$ cat src/aptf_defs.vh
// Constants of the ATA power/trim/flush command interpreter
`ifndef APTF_DEFS_VH
`define APTF_DEFS_VH
`define APTF_OP_PWRQ_A    8'h98
`define APTF_OP_PWRQ_B    8'hE5
`define APTF_OP_DSM       8'h06
`define APTF_OP_DIAG      8'h90
`define APTF_OP_FLUSH     8'hE7
`define APTF_OP_FLUSH_EXT 8'hEA
`define APTF_PWR_STANDBY  8'h00
`define APTF_PWR_IDLE     8'hFF
`define APTF_FEAT_TRIM    0
`define APTF_DIAG_OK      8'h01
`define APTF_DIAG_FMT     8'h02
`define APTF_DIAG_BUF     8'h03
`define APTF_DIAG_ECC     8'h04
`define APTF_DIAG_CPU     8'h05
`define APTF_ERR_ABRT     8'h04
`define APTF_ST_BSY       7
`define APTF_ST_RDY       6
`define APTF_ST_DF        5
`define APTF_ST_DSC       4
`define APTF_ST_ERR       0
`define APTF_ST_IDLE_VAL  8'h50
`define APTF_ST_RST_VAL   8'h50
`define APTF_ST_BUSY_VAL  8'h80
`define APTF_ST_ERR_VAL   8'h51
`define APTF_TRIM_ONE     16'h0001
`define APTF_LBA_ONE      48'h000000000001
`define APTF_ERR_RST      8'h00
`define APTF_CNT_RST      8'h00
`define APTF_LBA_RST      48'h000000000000
`define APTF_TRIM_RST     16'h0000
`define APTF_LBA_W        48
`endif

$ cat src/aptf_cmd.v
// ATA command interpreter: power query, trim, diagnostic, flushes
`include "aptf_defs.vh"
`default_nettype none
// Function
// [RULE_01] Power query in standby returns count 00h
// [RULE_02] Power query in idle returns FFh
// [RULE_03] Trim count: previous high, current low byte
// [RULE_04] Trim selected by feature bit zero only
// [RULE_05] Host sends one 512-byte range block
// [RULE_06] Diagnostic ignores drive bit, master reports
// [RULE_07] Diagnostic result code into error register
// [RULE_08] Flush reports ready and seek after media write
// [RULE_09] Unsupported flush ends with command aborted
// [RULE_10] Extended flush holds busy until done or error
// [RULE_11] Write error aborts, failing 48-bit address kept
// [RULE_12] Next extended flush resumes after failed sector
// [RULE_13] Finish by requesting register FIS with interrupt
// [RULE_14] Both power query opcodes decode identically
module aptf_cmd (
  input  wire        clk_i,          // 25 MHz clock
  input  wire        resetn_i,       // Async reset, active low
  input  wire        cmd_valid_i,    // Command written, one pulse
  input  wire [7:0]  cmd_op_i,       // Command opcode
  input  wire [7:0]  feat_i,         // Features, current write
  input  wire [7:0]  cnt_cur_i,      // Sector count, current write
  input  wire [7:0]  cnt_prev_i,     // Sector count, previous write
  input  wire [7:0]  dev_head_i,     // Drive/head register
  input  wire        pwr_standby_i,  // In or entering/leaving standby
  input  wire        flush_sup_i,    // Plain flush supported
  input  wire        flush_ext_sup_i,// Extended flush supported
  input  wire        diag_done_i,    // Internal tests finished
  input  wire [7:0]  diag_code_i,    // Test result code
  input  wire        cache_empty_i,  // Write cache holds nothing
  input  wire        wr_done_i,      // Sector committed, one pulse
  input  wire        wr_err_i,       // Unrecoverable write error
  input  wire [47:0] wr_lba_i,       // Sector being written
  input  wire        trim_done_i,    // Trim range processed
  input  wire        fis_ack_i,      // Register FIS transmitted
  output wire        busy_o,         // Status busy
  output wire [7:0]  status_o,       // Status register
  output wire [7:0]  error_o,        // Error register
  output wire [7:0]  seccnt_o,       // Sector count result
  output wire [47:0] lba_o,          // Command block address result
  output wire        diag_start_o,   // Start tests, one pulse
  output wire        flush_go_o,     // Write cache to media
  output wire [47:0] flush_from_o,   // Resume address of flush
  output wire        flush_resume_o, // Resume address valid
  output wire        trim_go_o,      // Run trim of one block
  output wire [15:0] trim_cnt_o,     // Trim block count
  output wire        fis_req_o,      // Send register FIS, I bit set
  output wire        irq_o           // Interrupt with FIS
);
  // One-hot sequencer states
  localparam S_IDLE  = 6'b000001;
  localparam S_DIAG  = 6'b000010;
  localparam S_FLUSH = 6'b000100;
  localparam S_TRIM  = 6'b001000;
  localparam S_FIS   = 6'b010000;
  localparam S_WAIT  = 6'b100000;

  // Reset release through two flops
  reg rst_s1_ff;
  reg rst_s2_ff;
  always @(posedge clk_i or negedge resetn_i) begin
    if (!resetn_i) begin
      rst_s1_ff <= 1'b0;
      rst_s2_ff <= 1'b0;
    end else begin
      rst_s1_ff <= 1'b1;
      rst_s2_ff <= rst_s1_ff;
    end
  end
  wire rst_n = rst_s2_ff;

  // Power query opcode decode
  function is_pwrq;
    input [7:0] op;
    begin
      is_pwrq = (op == `APTF_OP_PWRQ_A) || (op == `APTF_OP_PWRQ_B); // RULE_14
    end
  endfunction

  // Flush opcode decode, plain or extended
  function is_flush;
    input [7:0] op;
    begin
      is_flush = (op == `APTF_OP_FLUSH) || (op == `APTF_OP_FLUSH_EXT);
    end
  endfunction

  // Extended flush opcode decode
  function is_flush_ext;
    input [7:0] op;
    begin
      is_flush_ext = (op == `APTF_OP_FLUSH_EXT);
    end
  endfunction

  // Trim accepted only with its bit and a single block
  function trim_ok;
    input [7:0]  feat;
    input [15:0] cnt;
    begin
      trim_ok = feat[`APTF_FEAT_TRIM] && (cnt == `APTF_TRIM_ONE);
    end
  endfunction

  // Sequencer state and remembered failure
  reg [5:0]  st_ff;
  reg        ext_ff;           // Current flush is the extended one
  reg        fail_vld_ff;      // A failed sector is remembered
  reg [47:0] fail_lba_ff;      // Last sector failed in an extended flush
  // Registered results seen at the outputs
  reg        busy_ff;
  reg [7:0]  status_ff;
  reg [7:0]  error_ff;
  reg [7:0]  seccnt_ff;
  reg [47:0] lba_ff;
  reg        diag_start_ff;
  reg        flush_go_ff;
  reg [47:0] flush_from_ff;
  reg        flush_resume_ff;
  reg        trim_go_ff;
  reg [15:0] trim_cnt_ff;
  reg        fis_req_ff;
  reg        irq_ff;

  // Next values
  reg [5:0]  nxt_st;
  reg        nxt_ext;
  reg        nxt_fail_vld;
  reg [47:0] nxt_fail_lba;
  reg        nxt_busy;
  reg [7:0]  nxt_status;
  reg [7:0]  nxt_error;
  reg [7:0]  nxt_seccnt;
  reg [47:0] nxt_lba;
  reg        nxt_diag_start;
  reg        nxt_flush_go;
  reg [47:0] nxt_flush_from;
  reg        nxt_flush_resume;
  reg        nxt_trim_go;
  reg [15:0] nxt_trim_cnt;
  reg        nxt_fis_req;
  reg        nxt_irq;

  // Paired count and resume address
  wire [15:0] cnt_word   = {cnt_prev_i, cnt_cur_i};      // RULE_03
  wire [47:0] resume_lba = fail_lba_ff + `APTF_LBA_ONE;  // RULE_12

  // Next-state and result logic of the sequencer
  always @* begin
    nxt_st           = st_ff;
    nxt_ext          = ext_ff;
    nxt_fail_vld     = fail_vld_ff;
    nxt_fail_lba     = fail_lba_ff;
    nxt_busy         = busy_ff;
    nxt_status       = status_ff;
    nxt_error        = error_ff;
    nxt_seccnt       = seccnt_ff;
    nxt_lba          = lba_ff;
    nxt_diag_start   = 1'b0;
    nxt_flush_go     = flush_go_ff;
    nxt_flush_from   = flush_from_ff;
    nxt_flush_resume = flush_resume_ff;
    nxt_trim_go      = trim_go_ff;
    nxt_trim_cnt     = trim_cnt_ff;
    nxt_fis_req      = fis_req_ff;
    nxt_irq          = 1'b0;
    case (st_ff)
      S_IDLE: begin
        if (cmd_valid_i) begin
          nxt_busy   = 1'b1;
          nxt_status = `APTF_ST_BUSY_VAL;
          nxt_error  = `APTF_ERR_RST;
          if (is_pwrq(cmd_op_i)) begin
            // Result chosen from current power state
            nxt_seccnt = pwr_standby_i ? `APTF_PWR_STANDBY  // RULE_01
                                       : `APTF_PWR_IDLE;    // RULE_02
            nxt_status = `APTF_ST_IDLE_VAL;
            nxt_st     = S_FIS;
          end else if (cmd_op_i == `APTF_OP_DSM) begin
            // 16-bit count; only trim of one block is run
            nxt_trim_cnt = cnt_word;                        // RULE_03
            if (trim_ok(feat_i, cnt_word)) begin            // RULE_04
              nxt_trim_go = 1'b1;                           // RULE_05
              nxt_st      = S_TRIM;
            end else begin
              nxt_error  = `APTF_ERR_ABRT;
              nxt_status = `APTF_ST_ERR_VAL;
              nxt_st     = S_FIS;
            end
          end else if (cmd_op_i == `APTF_OP_DIAG) begin
            // Drive bit not looked at; tests always run
            nxt_diag_start = 1'b1;                          // RULE_06
            nxt_st         = S_DIAG;
          end else if (is_flush(cmd_op_i)) begin
            nxt_ext = is_flush_ext(cmd_op_i);
            if (is_flush_ext(cmd_op_i) ? !flush_ext_sup_i : !flush_sup_i) begin
              nxt_error  = `APTF_ERR_ABRT;                  // RULE_09
              nxt_status = `APTF_ST_ERR_VAL;
              nxt_st     = S_FIS;
            end else begin
              // Extended flush restarts past the failed sector
              nxt_flush_resume = is_flush_ext(cmd_op_i) &&
                                 fail_vld_ff;               // RULE_12
              nxt_flush_from   = resume_lba;                // RULE_12
              nxt_flush_go     = 1'b1;
              nxt_st           = S_FLUSH;
            end
          end else begin
            // Opcode not handled by this block
            nxt_error  = `APTF_ERR_ABRT;
            nxt_status = `APTF_ST_ERR_VAL;
            nxt_st     = S_FIS;
          end
        end
      end
      S_TRIM: begin
        // Trim runs until its range block is done
        if (trim_done_i) begin
          nxt_trim_go = 1'b0;
          nxt_status  = `APTF_ST_IDLE_VAL;
          nxt_st      = S_FIS;
        end
      end
      S_DIAG: begin
        if (diag_done_i) begin
          nxt_error  = diag_code_i;                         // RULE_07
          nxt_status = (diag_code_i == `APTF_DIAG_OK) ? `APTF_ST_IDLE_VAL
                                                      : `APTF_ST_ERR_VAL;
          nxt_st     = S_FIS;
        end
      end
      S_FLUSH: begin
        // Busy held until cache drained or a write fails
        if (wr_err_i) begin
          nxt_flush_go     = 1'b0;
          nxt_flush_resume = 1'b0;
          nxt_error        = `APTF_ERR_ABRT;                // RULE_11
          nxt_status       = `APTF_ST_ERR_VAL;
          nxt_lba          = wr_lba_i;                      // RULE_11
          nxt_fail_vld     = ext_ff;
          if (ext_ff) begin
            nxt_fail_lba   = wr_lba_i;                      // RULE_12
          end
          nxt_st           = S_FIS;
        end else if (cache_empty_i && !wr_done_i) begin
          nxt_flush_go     = 1'b0;                          // RULE_10
          nxt_flush_resume = 1'b0;
          if (ext_ff) begin
            nxt_fail_vld   = 1'b0;
          end
          nxt_status       = `APTF_ST_IDLE_VAL;             // RULE_08
          nxt_st           = S_FIS;
        end
      end
      S_FIS: begin
        nxt_busy                 = 1'b0;
        nxt_status[`APTF_ST_BSY] = 1'b0;
        nxt_fis_req              = 1'b1;                    // RULE_13
        nxt_irq                  = 1'b1;                    // RULE_13
        nxt_st                   = S_WAIT;
      end
      S_WAIT: begin
        if (fis_ack_i) begin
          nxt_fis_req = 1'b0;
          nxt_st      = S_IDLE;                             // RULE_13
        end
      end
      default: nxt_st = S_IDLE;
    endcase
  end

  // State and result registers
  always @(posedge clk_i or negedge rst_n) begin
    if (!rst_n) begin
      st_ff           <= S_IDLE;
      ext_ff          <= 1'b0;
      fail_vld_ff     <= 1'b0;
      fail_lba_ff     <= `APTF_LBA_RST;
      busy_ff         <= 1'b0;
      status_ff       <= `APTF_ST_RST_VAL;
      error_ff        <= `APTF_ERR_RST;
      seccnt_ff       <= `APTF_CNT_RST;
      lba_ff          <= `APTF_LBA_RST;
      diag_start_ff   <= 1'b0;
      flush_go_ff     <= 1'b0;
      flush_from_ff   <= `APTF_LBA_RST;
      flush_resume_ff <= 1'b0;
      trim_go_ff      <= 1'b0;
      trim_cnt_ff     <= `APTF_TRIM_RST;
      fis_req_ff      <= 1'b0;
      irq_ff          <= 1'b0;
    end else begin
      st_ff           <= nxt_st;
      ext_ff          <= nxt_ext;
      fail_vld_ff     <= nxt_fail_vld;
      fail_lba_ff     <= nxt_fail_lba;
      busy_ff         <= nxt_busy;
      status_ff       <= nxt_status;
      error_ff        <= nxt_error;
      seccnt_ff       <= nxt_seccnt;
      lba_ff          <= nxt_lba;
      diag_start_ff   <= nxt_diag_start;
      flush_go_ff     <= nxt_flush_go;
      flush_from_ff   <= nxt_flush_from;
      flush_resume_ff <= nxt_flush_resume;
      trim_go_ff      <= nxt_trim_go;
      trim_cnt_ff     <= nxt_trim_cnt;
      fis_req_ff      <= nxt_fis_req;
      irq_ff          <= nxt_irq;
    end
  end

  // Outputs straight from the result flops
  assign busy_o         = busy_ff;
  assign status_o       = status_ff;
  assign error_o        = error_ff;
  assign seccnt_o       = seccnt_ff;
  assign lba_o          = lba_ff;
  assign diag_start_o   = diag_start_ff;
  assign flush_go_o     = flush_go_ff;
  assign flush_from_o   = flush_from_ff;
  assign flush_resume_o = flush_resume_ff;
  assign trim_go_o      = trim_go_ff;
  assign trim_cnt_o     = trim_cnt_ff;
  assign fis_req_o      = fis_req_ff;
  assign irq_o          = irq_ff;
endmodule
`default_nettype wire

$ cat config.mk
export PLATFORM = sky130hd
export DESIGN_NAME = aptf_cmd
export DESIGN_NICKNAME = d
export VERILOG_FILES = /design/src/aptf_cmd.v
export VERILOG_INCLUDE_DIRS = /design/src
export SDC_FILE = /design/constraint.sdc
export NUM_CORES = 1
export LEC_CHECK = 0
export ABC_AREA = 1
export CORE_ASPECT_RATIO = 1.1
export CORE_UTILIZATION = 38
export DETAILED_ROUTE_END_ITERATION = 8
export DONT_BUFFER_PORTS = 1
export GPL_TIMING_DRIVEN = 1
export SYNTH_ARGS = -nofsm -noshare
export SYNTH_HDL_FRONTEND = slang
export SYNTH_SLANG_ARGS = --single-unit
$ cat constraint.sdc
create_clock -name clk_i -period 6.47 [get_ports clk_i]
set_input_delay 1.294 -clock clk_i [delete_from_list [all_inputs] [get_ports clk_i]]
set_output_delay 1.294 -clock clk_i [all_outputs]
set_load 0.01 [all_outputs]
## Word level (Yosys, flattened, before mapping)

Cells that the tools add are included.

| word-level totals | value |
|---|---|
| memory bits (read-only) | 0 |
| latch bits | 0 |
| bits in writable memories | 0 |
| memories kept | 0 |
| input port bits | 108 |
| word-level logic and storage cells | 158 |
| register bits | 201 |

| operators by class | value |
|---|---|
| equal/unequal tests | 27 |
| magnitude comparators | 0 |
| muxes and demuxes | 74 |
| reduce and logical (&&, ||, !) cells | 32 |
| add/sub/neg operators | 1 |
| $mul | 0 |
| div/mod/pow operators | 0 |
| bitwise logic cells | 4 |
| shift-type cells | 0 |

Operators by type and width:

| kind | number |
|---|---|
| $mux 8 | 19 |
| $mux 6 | 10 |
| $add 48x1->48 const B | 1 |
| $eq 8x8->1 const B | 5 |
| $pmux 6 s6 | 1 |
| $mux 1 | 32 |
| $pmux 7 s4 | 1 |
| $ne 2x2->1 const B | 12 |
| $pmux 8 s3 | 1 |
| $eq 16x1->1 const B | 1 |
| $reduce_and 5->1 | 3 |
| $reduce_and 6->1 | 2 |
| $reduce_bool 2->1 | 6 |
| $mux 5 | 2 |
| $pmux 1 s2 | 5 |
| $reduce_and 3->1 | 3 |
| $eq 8x1->1 const B | 1 |
| $eq 8x3->1 const B | 1 |
| $reduce_and 4->1 | 2 |
| $reduce_and 8->1 | 1 |
| $reduce_and 7->1 | 1 |
| $eq 6x1->1 const B | 1 |
| $eq 6x2->1 const B | 1 |
| $eq 6x3->1 const B | 1 |
| other kinds (14) | 25 |

## Longest topological paths before layout

Gate-level depths: netlist (run 1).

| depth | value |
|---|---|
| word-level depth | 9 |
| depth in mapped cells | 13 |
| gate-level depth less buffers | 12 |

## Worst setup path before layout (run 1)

No wires, ideal clock.

| timing | value |
|---|---|
| path type | in2reg |
| start | input cmd_op_i[2] |
| end | register flush_from_ff[18], in the netlist flush_from_o[18] |
| setup slack | 4,002 ps |
| stages | 11 |
| arrival time | 2,341 ps |
| path buffers | 1 |
| required time | 6,343 ps |
| cells stage by stage | inv_1 > nand2_1 > nor2_2 > nand2_2 > nand2_2 > nand3_2 > nor2_4 > nand2_4 > buf_4 > nand2_1 > o21ai_0 |

| on the way | value |
|---|---|
| word-level cells in the longest chain between the ends | 4 |
| elaborated cells between the ends (all ways) | 14 |
| classes of those cells | eq/ne (6); mux (1); bitwise (4); reduce/logical (3) |

RTL lines:

| element | line | text |
|---|---|---|
| start, declared | aptf_cmd.v:23 | `input wire [7:0] cmd_op_i,` |
| $eq 8x8->1 (no line) | n/a |  |
| $mux 1 or $logic_or 1x1->1 (tied branches) | aptf_cmd.v:199, aptf_cmd.v:79 |  |
| $not 1->1 (no line) | n/a |  |
| $reduce_and 7->1 (no line) * | n/a |  |
| end signal, assigned | aptf_cmd.v:289 | `` flush_from_ff <= `APTF_LBA_RST; `` |
| end signal, assigned | aptf_cmd.v:307 | `flush_from_ff <= nxt_flush_from;` |
| end, declared | aptf_cmd.v:121 | `reg [47:0] flush_from_ff;` |

Every way passes the cells marked *; elsewhere a longest branch is shown, timed or not.
A chain may end at the register's enable or synchronous reset.

## Final worst setup path (run 1)

| timing | value |
|---|---|
| start | input cmd_op_i[4] |
| end | register flush_from_ff[12], in the netlist flush_from_o[12] |

Same word-level chain as after synthesis.

==> impl_metrics.py, run 1 <==
metrics = {
    "yosys": {
        "yosysWarningCount": 0,
        "synthArstFlopShare_pct": 100.0,
        "ys.flop_type": "dfrtp_1",
        "synth.yosys.seq_area_share_pct": 51.55,
        "syn_area_per_cell_um2": 8.067,
        "synth_edf_count": 0,
        "syn_inst": 1138,
        "ys_ff_latch": 189,
        "syn_area_um2": 9180,
        "ys_types": 38,
    },
    "setup_path": {
        "path_delay_family": "simple AND/OR/NAND/NOR gates",
        "crit_required_ns": 6.79,
        "start_kind": "primary input",
        "startpoint": "cmd_op_i[4]",
        "worst-path-buf-inv": 3,
        "path_cells": "inv_1 > nand2_1 > nor2_4 > nand2_2 > nand2_2 > nand3_2 > nor2_4 > inv_2 > o21ai_1 > inv_1",
        "crit_fanout": 51,
        "criticalPathCategory": "primary input to register",
        "cp_slowest_cell": "nor2_4",
        "rr_startpoint": "st_ff[0]",
        "arrival_ns": 3.12,
        "critPathMaxStageDelay_ns": 0.82,
        "worst_setup_path_end_kind": "register",
    },
    "pwr": {
        "peakVddDrop_uv": 143.2,
        "pwr-share-clk_pct": 41.0,
        "power.density_nw_per_um2": 263.5,
        "pwr-share-comb_pct": 8.8,
        "p_int_uw": 1898,
        "seqPwrFrac_pct": 50.1,
        "swShare_pct": 27.54,
        "p_switching_uw": 721.4,
        "power_uw": 2619,
        "p_leak_uw": 0.004670,
    },
    "global_routing": {
        "grt_pass1_vias": 7017,
        "grt_usage_pct": 20.72,
        "grt_max_degree": 134,
        "grt-ovfl-total": 0,
        "grt_pass1_wl_um": 38330,
        "antenna_found_initial": 0,
    },
    "die": {
        "num_rows": 59,
        "start_util_pct": 38.74,
        "io-pin-count": 251,
        "coreArea_um2": 23700,
        "die-area_um2": 24780,
        "die_w_um": 150.2,
        "floorplan.die.height_um": 165.0,
    },
    "timing": {
        "setup_viol": 0,
        "rsz0062_at_grt": "no",
        "worst_slew_pin_slew_ns": 1.068,
        "finalHoldViolations": 0,
        "relSlewSlack_pct": 28.64,
        "hold_ws_ns": 0.3525,
        "fin_ws_ns": 3.676,
        "fin_setup_tns_ns": 0,
        "period_minus_slack_ns": 2.794,
        "slew_violations": 0,
        "skew_ns": 0.01460,
        "post-route-period-util_pct": 43.18,
        "fmax_ghz": 0.3580,
    },
    "min_path": {
        "min_path_type": "register to register",
        "hold_start": "rst_s1_ff",
    },
    "finish": {
        "drive_gt1_share_pct": 7.414,
        "area_growth_pct": 8.300,
        "n_antenna_cell": 0,
        "final_util_pct": 41.96,
        "fin_nets": 1229,
    },
    "clocking": {
        "cts_max_level": 4,
        "clock_path_buffers": 2,
        "post_cts_resized": 0,
        "cts_tree": "done",
        "post_cts_buffers": 0,
        "clk_pin_slew_ns": 0.07,
        "cts-root-buf": "clkbuf_16",
        "insertion_delay_ns": 0.43,
        "tritoncts_num_sinks": 189,
        "holdBufCountCts": 0,
        "numCtsBuffers": 17,
    },
    "route": {
        "dr.pass1.iters": 5,
        "drt_wl_total_um": 24620,
        "num_vias": 7158,
        "drc": 0,
        "dr.first_iter.drc_count": 419,
        "vias_per_cell": 4.978,
        "ant_nets": 0,
        "wl_per_cell_um": 17.12,
    },
    "place": {
        "place_ws_ns": 3.208,
        "dp_hpwl_um": 18970,
        "routabilityCongestion": 0.9220,
        "io_buffers": 0,
    },
    "outcome": {
        "status": "finished clean",
    },
    "job": {
        "max_cap_viol_count": 0,
    },
}
==> flip-flops by register name, indices dropped and copies added (netlist names), 3 cells and up <==
register,cells
lba_o,48
error_o,8
fail_lba_ff,48
status_o,3
flush_from_o,48
trim_cnt_o,16
st_ff,6
==> power by group through the flow <==
stage                     Sequential, uW  Clock (uW)  Combinational [uW]
after floorplan                     1330           0                 192
after global placement              1340           0                 232
after detailed placement            1340           0                 235
after CTS                           1310        1110                 236
after global routing                1320        1160                 269
final                               1310        1080                 232
==> path summary, 6_finish.rpt <==
path,endpoint,slack [ns],cells past startpoint
setup / recovery,flush_from_o[12],3.68,10
hold / removal,rst_n,0.35,0
setup reg to reg,flush_from_o[12],3.91,9
hold reg to reg,rst_n,0.35,0
max in group asynchronous,flush_from_o[35],4.90,1
min in group asynchronous,error_o[4],0.39,0
==> layout by cell type, fill, tap and decap left out, types with 2 or more instances in the layout <==
cell        Yosys  final
inv_2           4      4
clkbuf_16       0     17
nand3_4         2      2
inv_8           0      2
a31oi_1         7      7
mux2_2          9      9
nand3b_1        3      3
nor2_4          9      9
dfstp_2         2      2
clkinv_2        0      3
nor3_1         22     22
nor2_2          4      4
nand2_4         2      2
o21ai_0       105    105
o21ai_1        28     28
inv_1         129    129
clkinvlp_4      0      2
nor2_1        115    115
inv_6           0      4
xnor2_1         8      8
or2_2           3      3
a21oi_1        17     17
nand2_1       332    332
bufinv_16       0      2
dfrtp_1       187    186
conb_1          2      5
xor2_1         20     20
nand3_1        40     40
nand3_2         3      3
nand4_1        27     27
nand2_2         6      6
buf_4          16      2
==> per-stage QoR <==
stage                     area [um^2]  cells
after global placement           9346   1406
final                            9942   1438
after CTS                        9942   1438
after global routing             9942   1438
after detailed placement         9346   1406
after floorplan                  9191   1141
==> cell type report <==
| cell class | count | area, um^2 |
|---|---|---|
| repair buffers | 3 | 35.03 |
| clock buffers | 18 | 439.2 |
| well taps | 305 | 381.6 |
| fillers | 2376 | 13750 |
| flip-flops and latches | 189 | 4736 |
| inverters | 135 | 509.2 |
| clock inverters | 14 | 156.4 |
| multi-input cells | 774 | 3685 |
==> synth_stat cells (4+ instances only) <==
master	instances	area share, %
a31oi_1	7	0.48
buf_2	11	0.60
nand2_1	332	14
inv_1	129	5.3
o21ai_1	28	1.5
nand4_1	27	1.8
o21ai_0	105	5.7
xnor2_1	8	0.76
nor2_4	9	1.1
nor2_1	115	4.7
clkbuf_1	12	0.49
buf_6	4	0.49
xor2_1	20	1.9
nor2_2	4	0.27
buf_4	16	1.3
mux2_2	9	1.1
nand3_1	40	2.2
nand2_2	6	0.41
inv_2	4	0.16
nor3_1	22	1.2
a21oi_1	17	0.93
dfrtp_1	187	51
==> kinds of logic (layout without fill, tap and decap cells) <==
logic type / Yosys count / count (layout) / synth area share [%]
AO/OA/AOI/OAI: 158 / 158 / 8.736
flip-flops: 189 / 189 / 51.55
AND/OR/NAND/NOR: 573 / 573 / 27.29
XOR/XNOR: 28 / 28 / 2.671
multiplexers: 9 / 9 / 1.104
other: 2 / 5 / 0.08181
adder cells (fa/ha/maj): 1 / 1 / 0.1363
buffers and inverters: 178 / 170 / 8.437
==> metal layers <==
metal	routed length (um)	global-route usage, %	part of all wire [%]
met5	0	0	0
met4	533	6.933	2.2
met2	11740	34.45	48
met1	10430	25.63	42
met3	1914	6.105	7.8
(Power assumes the default switching activity.)
==> run 2, diff against run 1 <==
--- a/config.mk
+++ b/config.mk
@@ -6,7 +6,7 @@
 export SDC_FILE = /design/constraint.sdc
 export NUM_CORES = 1
 export LEC_CHECK = 0
-export ABC_AREA = 1
+export ABC_AREA = 0
 export CORE_ASPECT_RATIO = 1.1
 export CORE_UTILIZATION = 38
 export DETAILED_ROUTE_END_ITERATION = 8
==> constraint.sdc (replaced) <==
create_clock -name clk_i -period 2.4 [get_ports clk_i]
set_input_delay 0.48 -clock clk_i [delete_from_list [all_inputs] [get_ports clk_i]]
set_output_delay 0.48 -clock clk_i [all_outputs]
set_load 0.01 [all_outputs]
==> run 2 against run 1 <==
  * Critical endpoint is now flush_from_o[47]
  * Count of clock-buffer cells in the layout rose by 1
  * Non-clock buffer count rose by 46
  * Hold slack got worse by 0.23 ns
  * Routed wire length fell by 21%
  * Synthesized area fell by 8.2%
  * Utilization rose by 3.1 points
  * Final cell count fell by 26%
  * Flip-flop and latch count did not move
  * Critical path depth fell by 4
==> impl_metrics.py, run 2 <==
metrics = {
    "die": {
        "num_rows": 56,
        "die-area_um2": 22790,
        "io-pin-count": 251,
        "coreArea_um2": 21510,
        "die_w_um": 144.0,
        "floorplan.die.height_um": 158.2,
        "start_util_pct": 39.19,
    },
    "yosys": {
        "ys_ff_latch": 189,
        "syn_inst": 736,
        "ys_types": 57,
        "ys.flop_type": "dfrtp_1",
        "yosysWarningCount": 0,
        "syn_area_per_cell_um2": 11.45,
        "ys_top_cells_by_area": "dfrtp_1 56%, mux2_2 14%, xnor2_1 3.0%",
        "synth_edf_count": 0,
        "synthArstFlopShare_pct": 100.0,
        "synth.top_cell.area_share_pct": 55.51,
        "synth_common_cells": "187 x dfrtp_1, 107 x mux2_2, 59 x nor2_1, 45 x nand2_1, 44 x a21oi_1",
        "synth.yosys.seq_area_share_pct": 56.13,
        "synth_top_area_cell": "dfrtp_1",
        "yosysMostFrequentCell": "dfrtp_1",
        "syn_area_um2": 8431,
    },
    "clocking": {
        "numCtsBuffers": 17,
        "clock_path_buffers": 2,
        "cts_max_level": 4,
        "clk_pin_slew_ns": 0.07,
        "cts-root-buf": "clkbuf_16",
        "cts_tree": "done",
        "tritoncts_num_sinks": 189,
        "insertion_delay_ns": 0.43,
    },
    "setup_path": {
        "start_kind": "register",
        "crit_fanout": 10,
        "criticalPathCategory": "register to register",
        "arrival_ns": 2.65,
        "worst_setup_path_end_kind": "register",
        "r2r_cells": 6,
        "crit_required_ns": 2.74,
    },
    "pwr": {
        "peakVddDrop_uv": 481.8,
        "power_uw": 7141,
        "power.density_nw_per_um2": 736.2,
        "p_leak_uw": 0.004404,
    },
    "global_routing": {
        "grt_pass1_wl_um": 30100,
        "grt_pass1_vias": 5515,
        "antenna_found_initial": 1,
        "grt_usage_pct": 17.50,
        "grt_max_degree": 52,
        "grt-ovfl-total": 0,
    },
    "timing": {
        "slew_violations": 0,
        "finalHoldViolations": 0,
        "fmax_ghz": 0.4342,
        "post-route-period-util_pct": 95.97,
        "worst_slew_pin_slew_ns": 0.7493,
        "setup_viol": 0,
        "skew_ns": 0.008847,
        "rsz0062_at_grt": "yes",
        "relSlewSlack_pct": 50.04,
        "period_minus_slack_ns": 2.303,
    },
    "place": {
        "dp_cells": 1027,
        "dp_hpwl_um": 14420,
        "io_buffers": 0,
        "placed_area_um2": 9020,
        "routabilityCongestion": 0.8302,
    },
    "route": {
        "dr.pass1.iters": 4,
        "num_vias": 5622,
        "dr.first_iter.drc_count": 188,
        "drt_wl_total_um": 19400,
        "vias_per_cell": 5.284,
        "drc": 0,
        "ant_nets": 0,
        "wl_per_cell_um": 18.23,
    },
    "finish": {
        "final_area_um2": 9699,
        "final_cell_mix": "186 x dfrtp_1, 107 x mux2_2, 59 x nor2_1, 45 x nand2_1, 44 x a21oi_1",
        "final_util_pct": 45.09,
        "fin_nets": 869,
        "final_common_cell": "dfrtp_1",
        "drive_gt1_share_pct": 27.94,
        "area_growth_pct": 15.05,
        "stdcell_count": 1064,
        "num-fill-cells": 2053,
    },
    "min_path": {
        "min_path_type": "primary input to register",
        "holdPathStages": 1,
    },
    "job": {
        "max_cap_viol_count": 0,
    },
    "outcome": {
        "status": "finished clean",
    },
}
## run 2: cell types whose count changed after synthesis, moves of 21 or more
cell and delta:
a21oi_1 +27, inv_1 -118, mux2_2 +98, nand2_1 -287, nand3_1 -21, nor2_1 -56
o21ai_0 -76, o21ai_1 -28, xnor2_1 +21
## run 2: final cells by class
class                      count  area (um^2)  share of cell area [%]
antenna                        1        2.502                 0.02580
clock inverter                13        136.4                   1.406
inverter                      11        41.29                  0.4257
clock buffer                  19        452.9                   4.670
timing repair buffer          49        465.4                   4.799
multi-input combinational    492         3502                   36.11
sequential                   189         4736                   48.83
tap                          290        362.8                   3.741
## run 2: per-layer routing
metal	share of wire (%)	vias to the layer above	GRT usage, %
li1	-	2656	-
met1	44	2783	22.74
met2	46	161	26.75
met3	7.4	22	5.808
met4	2.2	0	6.890
met5	0	-	0
## run 2: metrics by stage
| step | hold WS (ns) | setup slack (ns) | setup TNS [ns] |
|---|---|---|---|
| after floorplan | 0.1844 | 0.007504 | 0 |
| after global placement | 0.1845 | 0.05821 | 0 |
| after detailed placement | 0.1845 | 0.05463 | 0 |
| after CTS | 0.09802 | 0.02922 | 0 |
| after global routing | 0.1010 | -0.004873 | -0.004873 |
| final | 0.1206 | 0.09681 | 0 |
## run 2: worst paths after layout
kind	startpoint	slack (ns)	endpoint
hold / removal	cmd_valid_i	0.12	st_ff[0]
hold reg to reg	rst_n	0.34	lba_o[42]
min in group asynchronous	resetn_i	0.28	rst_n
setup / recovery	fail_lba_ff[14]	0.1	flush_from_o[47]
max in group asynchronous	rst_n	1.38	lba_o[15]
setup reg to reg	fail_lba_ff[14]	0.1	flush_from_o[47]
## run 2: worst max-delay path, stage by stage (launching register included)
cell     delay, ns
dfrtp_1       0.37
nand3_2       0.10
or4_4         0.57
or4b_4        0.55
buf_6         0.15
or3_1         0.33
a31oi_1       0.15
## run 2: cell families (layout without fill, tap and decap cells)
group	Yosys count	after routing	share of synthesized area, %
other	2	6	0.08908
multiplexers	108	108	14.41
flip-flops	189	189	56.13
AO/OA/AOI/OAI	111	111	7.673
AND/OR/NAND/NOR	230	230	14.44
XOR/XNOR	37	37	3.844
adder cells (fa/ha/maj)	1	1	0.1484
buffers and inverters	58	92	3.265
## run 2: where the power goes
group	switching, uW	leakage, uW	total [uW]	internal [uW]
clock network	1240	0.000294	2840	1600
logic	391	0.00155	683	292
registers	254	0.00256	3620	3370
total	1890	0.00440	7140	5250
## run 2: timing repair
action | 4_1_cts | 5_1_grt
resized for setup | 0 | 11
endpoints found under the setup margin | 0 | 10
endpoints found under the hold margin | 2 | 0
hold buffers | 1 | 0
setup buffers | 0 | 3
==> run 3, diff against run 2 <==
--- a/config.mk
+++ b/config.mk
@@ -7,11 +7,14 @@
 export NUM_CORES = 1
 export LEC_CHECK = 0
 export ABC_AREA = 0
+export CELL_PAD_IN_SITES_DETAIL_PLACEMENT = 1
+export CELL_PAD_IN_SITES_GLOBAL_PLACEMENT = 2
 export CORE_ASPECT_RATIO = 1.1
-export CORE_UTILIZATION = 38
+export CORE_UTILIZATION = 36
 export DETAILED_ROUTE_END_ITERATION = 8
 export DONT_BUFFER_PORTS = 1
 export GPL_TIMING_DRIVEN = 1
+export PLACE_DENSITY_LB_ADDON = 0.1
 export SYNTH_ARGS = -nofsm -noshare
 export SYNTH_HDL_FRONTEND = slang
 export SYNTH_SLANG_ARGS = --single-unit
==> run 3 against run 2 <==
  * Clock power shrank 1%
  * Via count up 1.7%
  * Count of clock-buffer cells in the layout shrank 1
  * Die area is 5.5% higher
  * Sequential share of layout area decreased by 0.22 points
  * Hold slack improved by 0.0054 ns
  * Final cell count up 1.2%
  * Largest cell class unchanged
  * Sequential power barely moved
  * Routed wire length increased by 11%
  * Critical path type unchanged
==> impl_metrics.py, run 3 (synthesis results as in run 2) <==
metrics = {
    "outcome": {
        "status": "finished clean",
    },
    "route": {
        "drt_wl_total_um": 21560,
        "ant_nets": 0,
        "dr.pass1.iters": 4,
        "wl_per_cell_um": 20.02,
        "drc": 0,
        "vias_per_cell": 5.308,
        "dr.first_iter.drc_count": 187,
        "num_vias": 5717,
    },
    "timing": {
        "period_minus_slack_ns": 2.275,
        "fmax_ghz": 0.4395,
        "slew_violations": 0,
        "post-route-period-util_pct": 94.80,
        "finalHoldViolations": 0,
        "skew_ns": 0.01403,
        "rsz0062_at_grt": "no",
        "setup_viol": 0,
        "worst_slew_pin_slew_ns": 0.7298,
        "relSlewSlack_pct": 51.35,
    },
    "setup_path": {
        "arrival_ns": 2.62,
        "start_kind": "register",
        "critPathMaxStageDelay_ns": 0.63,
        "worst_setup_path_end_kind": "register",
        "path_cells": "nand3_2 > or4_4 > or4b_4 > or3_1 > a31oi_1",
        "cp_slowest_cell": "or4b_4",
        "worst-path-buf-inv": 0,
        "crit_fanout": 10,
        "criticalPathCategory": "register to register",
        "path_delay_family": "simple AND/OR/NAND/NOR gates",
        "crit_required_ns": 2.74,
    },
    "finish": {
        "stdcell_count": 1077,
        "area_growth_pct": 15.57,
        "final_cell_mix": "186 x dfrtp_1, 107 x mux2_2, 59 x nor2_1, 45 x nand2_1",
        "n_antenna_cell": 0,
        "drive_gt1_share_pct": 28.06,
        "num-fill-cells": 2452,
        "fin_nets": 873,
        "final_area_um2": 9743,
        "final_common_cell": "dfrtp_1",
    },
    "job": {
        "max_cap_viol_count": 0,
    },
    "die": {
        "floorplan.die.height_um": 162.5,
        "num_rows": 58,
        "die_w_um": 147.9,
        "die-area_um2": 24040,
        "io-pin-count": 251,
        "coreArea_um2": 22930,
        "start_util_pct": 36.76,
    },
    "place": {
        "io_buffers": 0,
        "dp_hpwl_um": 16040,
        "placed_area_um2": 9097,
        "dp_cells": 1044,
        "routabilityCongestion": 0.7952,
    },
    "clocking": {
        "cts-root-buf": "clkbuf_16",
        "numCtsBuffers": 17,
        "cts_tree": "done",
        "tritoncts_num_sinks": 189,
        "cts_max_level": 4,
        "insertion_delay_ns": 0.43,
        "clock_path_buffers": 2,
        "clk_pin_slew_ns": 0.08,
    },
    "pwr": {
        "seqPwrFrac_pct": 50.6,
        "p_int_uw": 5080,
        "p_switching_uw": 2054,
        "pwr-share-comb_pct": 10.1,
        "power.density_nw_per_um2": 732.3,
        "pwr-share-clk_pct": 39.3,
        "swShare_pct": 28.79,
        "peakVddDrop_uv": 485.0,
        "p_leak_uw": 0.004435,
    },
    "min_path": {
        "min_path_type": "register to asynchronous set/reset pin",
    },
    "global_routing": {
        "antenna_found_initial": 0,
        "grt_pass1_wl_um": 34730,
        "grt_max_degree": 103,
        "grt-ovfl-total": 0,
        "grt_pass1_vias": 6317,
        "grt_usage_pct": 18.58,
    },
}
==> run 3: power groups by stage <==
stage / Clock [uW] / Sequential, uW / Combinational [uW]
finish: 2800 / 3610 / 722
global route: 3010 / 3640 / 821
CTS: 2910 / 3620 / 731
detailed placement: 0 / 3680 / 728
global placement: 0 / 3670 / 697
floorplan: 0 / 3650 / 485
==> run 3: area by class of cell <==
class / count / area [um^2] / share of cell area [%]
timing repair buffer: 53 / 500.5 / 5.137
clock inverter: 14 / 158.9 / 1.631
sequential: 189 / 4736 / 48.61
tap: 300 / 375.4 / 3.853
multi-input combinational: 492 / 3492 / 35.84
inverter: 11 / 41.29 / 0.4238
clock buffer: 18 / 439.2 / 4.508
==> run 3: path summary, 6_finish.rpt <==
| kind | startpoint | endpoint | slack, ns | cells past startpoint |
|---|---|---|---|---|
| setup / recovery | fail_lba_ff[14] | flush_from_o[41] | 0.12 | 5 |
| hold / removal | rst_n | trim_cnt_o[12] | 0.13 | 0 |
| setup reg to reg | fail_lba_ff[14] | flush_from_o[41] | 0.12 | 5 |
| hold reg to reg | rst_n | trim_cnt_o[12] | 0.13 | 0 |
| max in group asynchronous | rst_n | flush_from_o[19] | 1.47 | 1 |
| min in group clk_i | cmd_valid_i | st_ff[0] | 0.13 | 1 |
==> run 3: worst reg2reg max path, cell delays in order (launching register included) <==
cell	delay [ns]
dfrtp_1	0.38
nand3_2	0.11
or4_4	0.55
or4b_4	0.63
or3_1	0.34
a31oi_1	0.18
==> run 3: routing by layer <==
layer	GRT usage (%)	up-vias	wire [um]
met2	31.02	142	10590
met3	6.050	20	1638
met1	22.88	2899	8981
met4	5.436	0	354
met5	0	-	0
li1	-	2656	-
==> run 3: repair_timing <==
item | CTS | global route
gates resized for setup | 4 | 3
hold buffers | 1 | 0
pin swaps | 0 | 2
setup buffers | 0 | 1
endpoints found under the setup margin | 6 | 6
endpoints found under the hold margin | 2 | 0
==> run 3: metrics by stage <==
stage | util [%] | hold WS [ns] | setup slack [ns] | TNS (ns) | power (uW)
floorplan | - | 0.1844 | 0.007504 | 0 | 4136
CTS | 42.39 | 0.1065 | 0.01563 | 0 | 7257
detailed placement | 39.67 | 0.1278 | -0.05942 | -0.1786 | 4405
global placement | 39.67 | 0.1243 | -0.02709 | -0.02709 | 4366
global route | 42.49 | 0.1113 | 0.03664 | 0 | 7473
finish | 42.49 | 0.1261 | 0.1249 | 0 | 7134
